`src/pkg/dpw_pkg.sv`:
```
// Notes on behaviour
// - Byte captured on rising write strobe while chip select is held low.
// - Host waits two core cycles (16 ns) after the write strobe rises before load low.
// - Host writes both data bytes, then pulses load low when req_auto_load is set.
package dpw_pkg;

  // ----------------------------------------------------------------------
  // Device map
  // ----------------------------------------------------------------------
  localparam logic [1:0] DPW_ADDR_LOWER = 2'h0;
  localparam logic [1:0] DPW_ADDR_UPPER = 2'h1;
  localparam logic [1:0] DPW_ADDR_CTRL = 2'h3;
  localparam logic [7:0] DPW_CTRL_DEFAULT = 8'h11;
  localparam logic [3:0] DPW_UPPER_PAD = 4'h0;
  localparam int DPW_CODE_W = 12;
  localparam int DPW_UPPER_BITS = 4;

  // ----------------------------------------------------------------------
  // Pin timing, 125 MHz core clock
  // ----------------------------------------------------------------------
  localparam int DPW_CLK_PS = 8000;
  localparam int DPW_STROBE_NS = 16;
  localparam int DPW_LOAD_DELAY_NS = 5;
  localparam int DPW_STROBE_CYC = (DPW_STROBE_NS * 1000 + DPW_CLK_PS - 1) / DPW_CLK_PS;
  localparam int DPW_LOAD_DELAY_CYC_RAW =
    (DPW_LOAD_DELAY_NS * 1000 + DPW_CLK_PS - 1) / DPW_CLK_PS;
  localparam int DPW_LOAD_DELAY_CYC = (DPW_LOAD_DELAY_CYC_RAW < 1) ? 1 : DPW_LOAD_DELAY_CYC_RAW;
  localparam int DPW_CNT_W = 4;

  // ----------------------------------------------------------------------
  // Types
  // ----------------------------------------------------------------------
  typedef enum logic [6:0] {
    DPW_IDLE = 7'h01,
    DPW_SETUP = 7'h02,
    DPW_STROBE = 7'h04,
    DPW_HOLD = 7'h08,
    DPW_NEXT = 7'h10,
    DPW_WAIT_LD = 7'h20,
    DPW_LOAD = 7'h40
  } dpw_state_t;

  typedef struct packed {
    logic [1:0] addr;
    logic [7:0] data;
  } dpw_write_t;

  typedef struct packed {
    logic cs_n;
    logic we_n;
    logic load_n;
    logic [1:0] addr;
    logic [7:0] data;
  } dpw_pins_t;

endpackage

```
`src/rtl/dpw_seq_mem.sv`:
```
`timescale 1ns/1ps
// Three-entry write queue for one update: lower, upper, control.
module dpw_seq_mem
  import dpw_pkg::*;
(
  input wire logic core_clk,
  input wire logic ce,
  input wire logic wr_en,
  input wire logic [1:0] wr_idx,
  input wire dpw_write_t wr_data,
  input wire logic [1:0] rd_idx,
  output dpw_write_t rd_data_ff
);

  dpw_write_t mem [0:2];

  always_ff @(posedge core_clk)
  begin
    if (ce)
    begin
      if (wr_en)
      begin
        mem[wr_idx] <= wr_data;
      end
      rd_data_ff <= mem[rd_idx];
    end
  end

endmodule // dpw_seq_mem

```
`src/rtl/dpw_host.sv`:
```
`timescale 1ns/1ps
// Host-side controller that drives the parallel DAC write port.
module dpw_host
  import dpw_pkg::*;
#(
  parameter int CODE_W = DPW_CODE_W,
  parameter int STROBE_CYC = DPW_STROBE_CYC,
  parameter int LOAD_DELAY_CYC = DPW_LOAD_DELAY_CYC
)
(
  input wire logic core_clk,
  input wire logic rst,
  input wire logic ce,
  input wire logic req_valid,
  input wire logic [CODE_W-1:0] req_code,
  input wire logic req_ctrl_en,
  input wire logic [7:0] req_ctrl,
  input wire logic req_auto_load,
  input wire logic fast_settle,
  input wire logic power_down,
  output logic req_ready_ff,
  output logic done_ff,
  output dpw_pins_t pins_ff,
  output logic settling_speed_select_ff,
  output logic power_down_pin_ff
);

  // ----------------------------------------------------------------------
  // Helpers
  // ----------------------------------------------------------------------
  function automatic logic [DPW_CNT_W-1:0] cyc(input int n);
    return DPW_CNT_W'(n - 1);
  endfunction

  // ----------------------------------------------------------------------
  // Sequencer state
  // ----------------------------------------------------------------------
  dpw_state_t state_ff, nxt_state;
  logic [DPW_CNT_W-1:0] cnt_ff, nxt_cnt;
  logic [1:0] idx_ff, nxt_idx;
  logic [1:0] last_ff, nxt_last;
  logic auto_ff, nxt_auto;
  logic nxt_ready, nxt_done;
  dpw_pins_t nxt_pins;
  logic nxt_spd, nxt_pwr;
  logic wr_en;
  logic [1:0] wr_idx;
  dpw_write_t wr_data;
  dpw_write_t rd_data_ff;
  logic [1:0] rd_idx;

  // Lower byte first, then upper, then control, so the code is complete
  // before the load pulse.
  always_comb
  begin
    wr_en = 1'b0;
    wr_idx = 2'h0;
    wr_data = '0;
    if (state_ff == DPW_IDLE && req_valid)
    begin
      wr_en = 1'b1;
      wr_idx = idx_ff;
      case (idx_ff)
        2'h0: wr_data = '{addr: DPW_ADDR_LOWER, data: req_code[7:0]};
        2'h1: wr_data = '{addr: DPW_ADDR_UPPER,
                          data: {DPW_UPPER_PAD, req_code[CODE_W-1:8]}};
        default: wr_data = '{addr: DPW_ADDR_CTRL, data: req_ctrl};
      endcase
    end
  end

  assign rd_idx = (state_ff == DPW_IDLE) ? 2'h0 : nxt_idx;

  dpw_seq_mem u_mem (
    .core_clk(core_clk),
    .ce(ce),
    .wr_en(wr_en),
    .wr_idx(wr_idx),
    .wr_data(wr_data),
    .rd_idx(rd_idx),
    .rd_data_ff(rd_data_ff)
  );

  always_comb
  begin
    nxt_state = state_ff;
    nxt_cnt = cnt_ff;
    nxt_idx = idx_ff;
    nxt_last = last_ff;
    nxt_auto = auto_ff;
    nxt_pins = pins_ff;
    nxt_done = 1'b0;
    nxt_spd = fast_settle;
    nxt_pwr = power_down;
    case (state_ff)
      DPW_IDLE:
      begin
        if (req_valid)
        begin
          // The request is loaded over two cycles, three with control; ready stays high until the last.
          nxt_idx = idx_ff + 2'h1;
          if (idx_ff == 2'h2 || (idx_ff == 2'h1 && !req_ctrl_en))
          begin
            nxt_last = idx_ff;
            nxt_auto = req_auto_load;
            nxt_idx = 2'h0;
            nxt_state = DPW_SETUP;
          end
        end
      end
      DPW_SETUP:
      begin
        nxt_pins.addr = rd_data_ff.addr;
        nxt_pins.data = rd_data_ff.data;
        nxt_pins.cs_n = 1'b0;
        nxt_cnt = cyc(STROBE_CYC);
        nxt_state = DPW_STROBE;
      end
      DPW_STROBE:
      begin
        nxt_pins.we_n = 1'b0;
        if (cnt_ff == '0)
        begin
          nxt_cnt = cyc(STROBE_CYC);
          nxt_state = DPW_HOLD;
        end
        else
        begin
          nxt_cnt = cnt_ff - 1'b1;
        end
      end
      DPW_HOLD:
      begin
        // Rising strobe while chip select is still low captures the byte.
        nxt_pins.we_n = 1'b1;
        nxt_state = DPW_NEXT;
      end
      DPW_NEXT:
      begin
        nxt_pins.cs_n = 1'b1;
        if (idx_ff == last_ff)
        begin
          nxt_idx = 2'h0;
          nxt_cnt = cyc(LOAD_DELAY_CYC);
          nxt_state = auto_ff ? DPW_WAIT_LD : DPW_IDLE;
          nxt_done = !auto_ff;
        end
        else
        begin
          nxt_idx = idx_ff + 2'h1;
          nxt_state = DPW_SETUP;
        end
      end
      DPW_WAIT_LD:
      begin
        // Load must not fall until the strobe edge has settled.
        if (cnt_ff == '0)
        begin
          nxt_pins.load_n = 1'b0;
          nxt_cnt = cyc(STROBE_CYC);
          nxt_state = DPW_LOAD;
        end
        else
        begin
          nxt_cnt = cnt_ff - 1'b1;
        end
      end
      DPW_LOAD:
      begin
        if (cnt_ff == '0)
        begin
          // Load returns high so later writes leave the output alone.
          nxt_pins.load_n = 1'b1;
          nxt_done = 1'b1;
          nxt_state = DPW_IDLE;
        end
        else
        begin
          nxt_cnt = cnt_ff - 1'b1;
        end
      end
      default:
      begin
        nxt_state = DPW_IDLE;
      end
    endcase
    nxt_ready = (nxt_state == DPW_IDLE);
  end

  // ----------------------------------------------------------------------
  // Registers
  // ----------------------------------------------------------------------
  always_ff @(posedge core_clk)
  begin
    if (rst)
    begin
      state_ff <= DPW_IDLE;
      cnt_ff <= '0;
      idx_ff <= 2'h0;
      last_ff <= 2'h0;
      auto_ff <= 1'b0;
      pins_ff <= '{cs_n: 1'b1, we_n: 1'b1, load_n: 1'b1, addr: 2'h0, data: 8'h00};
      done_ff <= 1'b0;
      req_ready_ff <= 1'b0;
      settling_speed_select_ff <= 1'b0;
      power_down_pin_ff <= 1'b0;
    end
    else if (ce)
    begin
      state_ff <= nxt_state;
      cnt_ff <= nxt_cnt;
      idx_ff <= nxt_idx;
      last_ff <= nxt_last;
      auto_ff <= nxt_auto;
      pins_ff <= nxt_pins;
      done_ff <= nxt_done;
      req_ready_ff <= nxt_ready;
      settling_speed_select_ff <= nxt_spd;
      power_down_pin_ff <= nxt_pwr;
    end
  end

endmodule // dpw_host

```
`config.mk`:
```
export PLATFORM = sky130hd
export DESIGN_NAME = dpw_host
export DESIGN_NICKNAME = d
export VERILOG_FILES = /design/src/pkg/dpw_pkg.sv /design/src/rtl/dpw_seq_mem.sv /design/src/rtl/dpw_host.sv
export SDC_FILE = /design/constraint.sdc
export NUM_CORES = 1
export LEC_CHECK = 0
export ABC_AREA = 1
export BUFFER_PORTS_ARGS = -buffer_cell sky130_fd_sc_hd__buf_4
export CORE_MARGIN = 3
export CORE_UTILIZATION = 50
export DETAILED_ROUTE_END_ITERATION = 8
export HOLD_SLACK_MARGIN = 0.12
export PLACE_DENSITY = 0.7
export SYNTH_ARGS = -nofsm -noshare
export SYNTH_HDL_FRONTEND = slang
export SYNTH_SLANG_ARGS = --single-unit
export TNS_END_PERCENT = 100
```
`constraint.sdc`:
```
create_clock -name core_clk -period 5.4 [get_ports core_clk]
set_input_delay 1.62 -clock core_clk [delete_from_list [all_inputs] [get_ports core_clk]]
set_output_delay 1.62 -clock core_clk [all_outputs]
set_load 0.02 [all_outputs]
```
# ---- Yosys cells after proc, flatten, opt, wreduce, memory -nomap -nowiden
# Memories as Yosys holds them, arrays and structs flattened. A register that Yosys moved wholly into a read port is not among the register bits.
# Cells that the tools add are included.
dict set report word_totals {
  mem_count 1
  latchBits 0
  mem_bits_rw 30
  output_inout_bits 17
  input_bits 28
  romBits 0
  word_cells 82
  reg_bits 33
}
dict set report op_classes {
  n_lt_le_gt_ge 0
  n_addsub 2
  n_shift 0
  div 0
  n_bitwise 0
  mul 0
  n_mux 32
  n_reduce_logical 18
  eq_ne 15
}
# memory words width read_ports rd_clocked_by_memory_dff write_ports line
set memory_table {}
lappend memory_table {u_mem.mem 3 10 1 1 1 dpw_seq_mem.sv:15} ;# dpw_write_t mem [0:2];
# operator n
set op_table {}
lappend op_table {{$pmux 7 s7} 1}
lappend op_table {{$mux 7} 5}
lappend op_table {{$pmux 10 s2} 1}
lappend op_table {{$pmux 4 s4} 1}
lappend op_table {{$eq 7x1->1 const B} 2}
lappend op_table {{$mux 4} 3}
lappend op_table {{$mux 6} 2}
lappend op_table {{$reduce_and 4->1} 3}
lappend op_table {{$mux 10} 1}
lappend op_table {{$mux 2} 5}
lappend op_table {{$mux 1} 8}
lappend op_table {{$ne 2x2->1 const B} 4}
lappend op_table {{$pmux 1 s2} 4}
lappend op_table {{$eq 7x2->1 const B} 1}
lappend op_table {{$eq 7x3->1 const B} 1}
lappend op_table {{$eq 7x4->1 const B} 1}
lappend op_table {{$eq 7x5->1 const B} 1}
lappend op_table {{$eq 7x6->1 const B} 1}
lappend op_table {{$eq 7x7->1 const B} 1}
lappend op_table {{$reduce_and 2->1} 3}
lappend op_table {{$reduce_bool 2->1} 3}
lappend op_table {{$logic_not 4->1} 1}
lappend op_table {{$pmux 2 s2} 1}
lappend op_table {{$reduce_bool 4->1} 1}
lappend op_table {{other kinds (10)} 12}

# ---- Logic depth before layout (Yosys ltp)
dict set report depth {
  depth_word 7
  ltp_mapped 12
  depth_no_buf 11
}

# ---- Cells and area by module
# A second synthesis with hierarchy kept.
dict set report hier_totals {
  hier_cells 412
  area_unflattened_um2 3458.3
}
# module area_each_um2 instances cells_each seq_area_each_um2
set modules_own_cells {}
lappend modules_own_cells {dpw_host 1933.1 1 292 660.6}
lappend modules_own_cells {dpw_seq_mem 1525.2 1 120 1201.2}

# ---- Least setup slack after synthesis
# Ideal clock, no wire load.
dict set report synth_timing {
  path_type {input port to flip-flop}
  startpoint {input port ce}
  endpoint {memory u_mem.mem[1][0] (netlist bit), enable pin}
  setup_ns 0.404
  path_buffers 1
  arrival_time_ns 3.138
  cell_stages 3
  t_required_ns 4.996
  setup_slack_ns 1.858
  cell_sequence {buf_2 clkinv_1 nor4_1}
}
dict set report synth_via {
  elab_chain_cells 2
}
# element line
set synth_lines {}
lappend synth_lines {{from (decl)} dpw_host.sv:13} ;# input wire logic ce,
lappend synth_lines {{$mux 1} dpw_seq_mem.sv:19} ;# if (ce)
lappend synth_lines {{$mux 1 (not written as such)} dpw_seq_mem.sv:23} ;# mem[wr_idx] <= wr_data;
lappend synth_lines {{to (decl)} dpw_seq_mem.sv:15}
# No other way between the ends.

# ---- Final worst setup path
dict set report layout_timing {
  startpoint {input port ce}
  endpoint {memory u_mem.mem[1][1] (netlist bit), enable pin}
}
# The elaborated chain is that of the path after synthesis.

==> impl_metrics.csv <==
group,metric,value,unit
run_status,outcome,"finished, final reports clean",
layout,fillers,604,
layout,finish.utilization,60.5,%
placement,placed_cell_area,3960,µm²
sta,slew_violations,0,
sta,slew_headroom,35.1,%
routing,viasPerCell,5.04,
layout,drive_gt1_share,22.4,%
sta,final.period_utilization,65.8,%
synth,synth_edf_count,40,
synth,synth_compound_area_share,9.52,%
clocking,postCtsHoldBufs,0,
power_and_ir_drop,p_leak,1.88,nW
sta,period_needed,3.56,ns
synth,synth_ff_type,"edfxtp_1",
clocking,clock_path_buffers,2,
synth,synth-simple-area-share,28.5,%
placement,place.gp.congestion,0.823,
global_routing,overflow,0,
routing,antenna_left,0,
clocking,cts_max_level,3,
setup_path,critPathCaptureType,"flip-flop",
routing,drc,0,
layout,n_antenna_cell,0,
setup_path,cp.required,5.46,ns
synth,synthMuxAreaShare,0,%
synth,synthAdderAreaFrac,1.75,%
die,fp.coreArea,6870,µm²
synth,yosysSeqAreaShare,52.1,%
clocking,cts_sinks,73,
clocking,cts.repair.resized,0,
placement,hpwlAfterDp,5210,µm
synth,synth_xor_area_share,0.490,%
die,dieArea,8200,µm²
sta,finalHoldViolCount,0,
layout,fin_nets,488,
placement,dpl.cell_count,540,
setup_path,path_max_fanout,29,
global_routing,grt_pass1_vias,2657,
clocking,root_buffer,"clkbuf_8",
setup_path,path_class,"in -> reg",
run,maxCapViolCount,0,
setup_path,crit_path_start_kind,"primary input",
routing,avgRoutedWirePerCell,13.2,µm
synth,syn_inst,412,
routing,totalWireLength,7320,µm
routing,dr.pass1.iters,4,
sta,tightest_slew,0.969,ns
sta,fin_setup_tns,0,ns
die,ios,45,
clocking,cts_tree,"built",
sta,rsz0062_at_grt,"false",
die,die_y,90.6,µm
routing,drt_iter0_markers,105,
global_routing,grt_usage,19.0,%
sta,setup_viol,0,
synth,syn_area,3580,µm²
layout,stdcell_count,556,
synth,synth.net_count,445,
clocking,cts_setup_buffers,0,
synth,synth_top_family_by_area,"simple AND/OR/NAND/NOR gates",
power_and_ir_drop,power_density,298,nW/µm²
layout,area_growth,16.2,%
placement,port_buffers,44,
clocking,clk_latency,0.35,ns
global_routing,grt_max_degree,30,
die,die_w,90.6,µm
clocking,clk_pin_slew_worst_paths,0.08,ns
synth,syn_area_per_cell,8.68,µm²
hold_path,min_path_type,"reg -> reg",
synth,yosys_warnings,0,
die,num_rows,30,
routing,num_vias,2802,
power_and_ir_drop,peakVddDrop,148,µV
global_routing,grt_pass1_wl,12300,µm
die,initial_core_util,52.1,%
synth,synthDistinctLibCells,34,
setup_path,cp_data_arrival_time,3.62,ns
synth,async_flop_share,0,%
synth,ys_ff_latch,73,
sta,max_freq,281,MHz
global_routing,antenna_found_initial,0,
sta,fin_worst_skew,0.00919,ns
layout,final_cell_area,4160,µm²
clocking,cts_buffers,9,
-- power by group --
part	internal (mW)	total, mW	switching (mW)
sequential	0.617	0.630	0.0139
combinational	0.0668	0.193	0.126
clock	0.199	0.414	0.216
-- placed cells by master (no fill, tap or decap), types with 9 or more instances in the layout --
cell      count
a21oi_1      15
buf_4        45
clkbuf_8      9
dfxtp_1      33
edfxtp_1     40
inv_1        39
inv_2        13
nand2_1      91
nand3_1      27
nand4_1      10
nor2_1       50
o21ai_0      20
-- layer usage --
metal	GRT usage, %	part of all wire (%)	vias up
met1	24.6	48	1272
met4	8.93	1.9	0
li1	-	-	1453
met3	4.00	4.3	12
met2	30.5	46	65
met5	0	0	-
-- final timing paths --
| check | slack, ns | cells after the start | to | start |
|---|---|---|---|---|
| setup reg to reg | 2.96 | 8 | u_mem.mem[1][1]$_DFFE_PP_ | state_ff[4]$_SDFFE_PP0P_ |
| setup / recovery | 1.84 | 4 | u_mem.mem[1][1]$_DFFE_PP_ | ce |
| hold / removal | 0.47 | 2 | auto_ff$_SDFFE_PP0P_ | auto_ff$_SDFFE_PP0P_ |
| hold reg to reg | 0.47 | 2 | auto_ff$_SDFFE_PP0P_ | auto_ff$_SDFFE_PP0P_ |
-- area by class of cell --
type / instances / area, µm² / share of cell area, %
sequential: 73 / 1860 / 44.8
multi-input combinational: 273 / 1440 / 34.7
timing repair buffer: 45 / 338 / 8.13
inverter: 53 / 199 / 4.79
clock buffer: 10 / 149 / 3.58
tap: 96 / 120 / 2.89
clock inverter: 6 / 47.5 / 1.14
-- sequential cells by signal, summed over array words and instances, names as in the netlist --
signal and count:
state_ff 7, req_ready_ff 1, done_ff 1, last_ff 2
u_mem.mem 30, cnt_ff 4, power_down_pin_ff 1, auto_ff 1
idx_ff 2, u_mem.rd_data_ff 10, pins_ff 13, settling_speed_select_ff 1
-- synthesized netlist by cell type, types with 5 or more instances --
master	n	area share, %
nand2_1	91	9.6
nor2_1	50	5.2
edfxtp_1	40	34
inv_1	39	4.1
dfxtp_1	33	18
nand3_1	27	3.8
o21ai_0	20	2.8
a21oi_1	15	2.1
inv_2	13	1.4
nand4_1	10	1.7
nand3_2	7	2.0
o21ai_1	7	0.98
buf_2	6	0.84
nor2_4	6	1.9
o211ai_1	6	1.3
ha_1	5	1.7
nand2_2	5	0.87
-- stage by stage --
| step | hold WS (ns) | setup WS [ns] | power, mW |
|---|---|---|---|
| 2_1_floorplan | 0.445 | 1.86 | 0.784 |
| 5_1_grt | 0.502 | 1.64 | 1.30 |
| 6_report | 0.472 | 1.84 | 1.24 |
| 3_3_place_gp | 0.457 | 1.57 | 0.833 |
| 4_1_cts | 0.475 | 1.84 | 1.25 |
| 3_5_place_dp | 0.460 | 1.49 | 0.836 |
-- worst max-delay path: stages --
cell and delay (ns):
buf_4 0.29, clkinv_1 0.50, nor4_1 0.91, buf_4 0.29
-- kinds of logic (layout without fill, tap and decap cells) --
kind of cell,after synthesis,count (layout)
DFF,73,73
adders and majority gates,5,5
and+or+nand+nor,208,208
xor gates and xnor gates,2,2
AOI/OAI and AO/OA,58,58
buffers and inverters,66,114
Power figures use the tool's default switching activity.
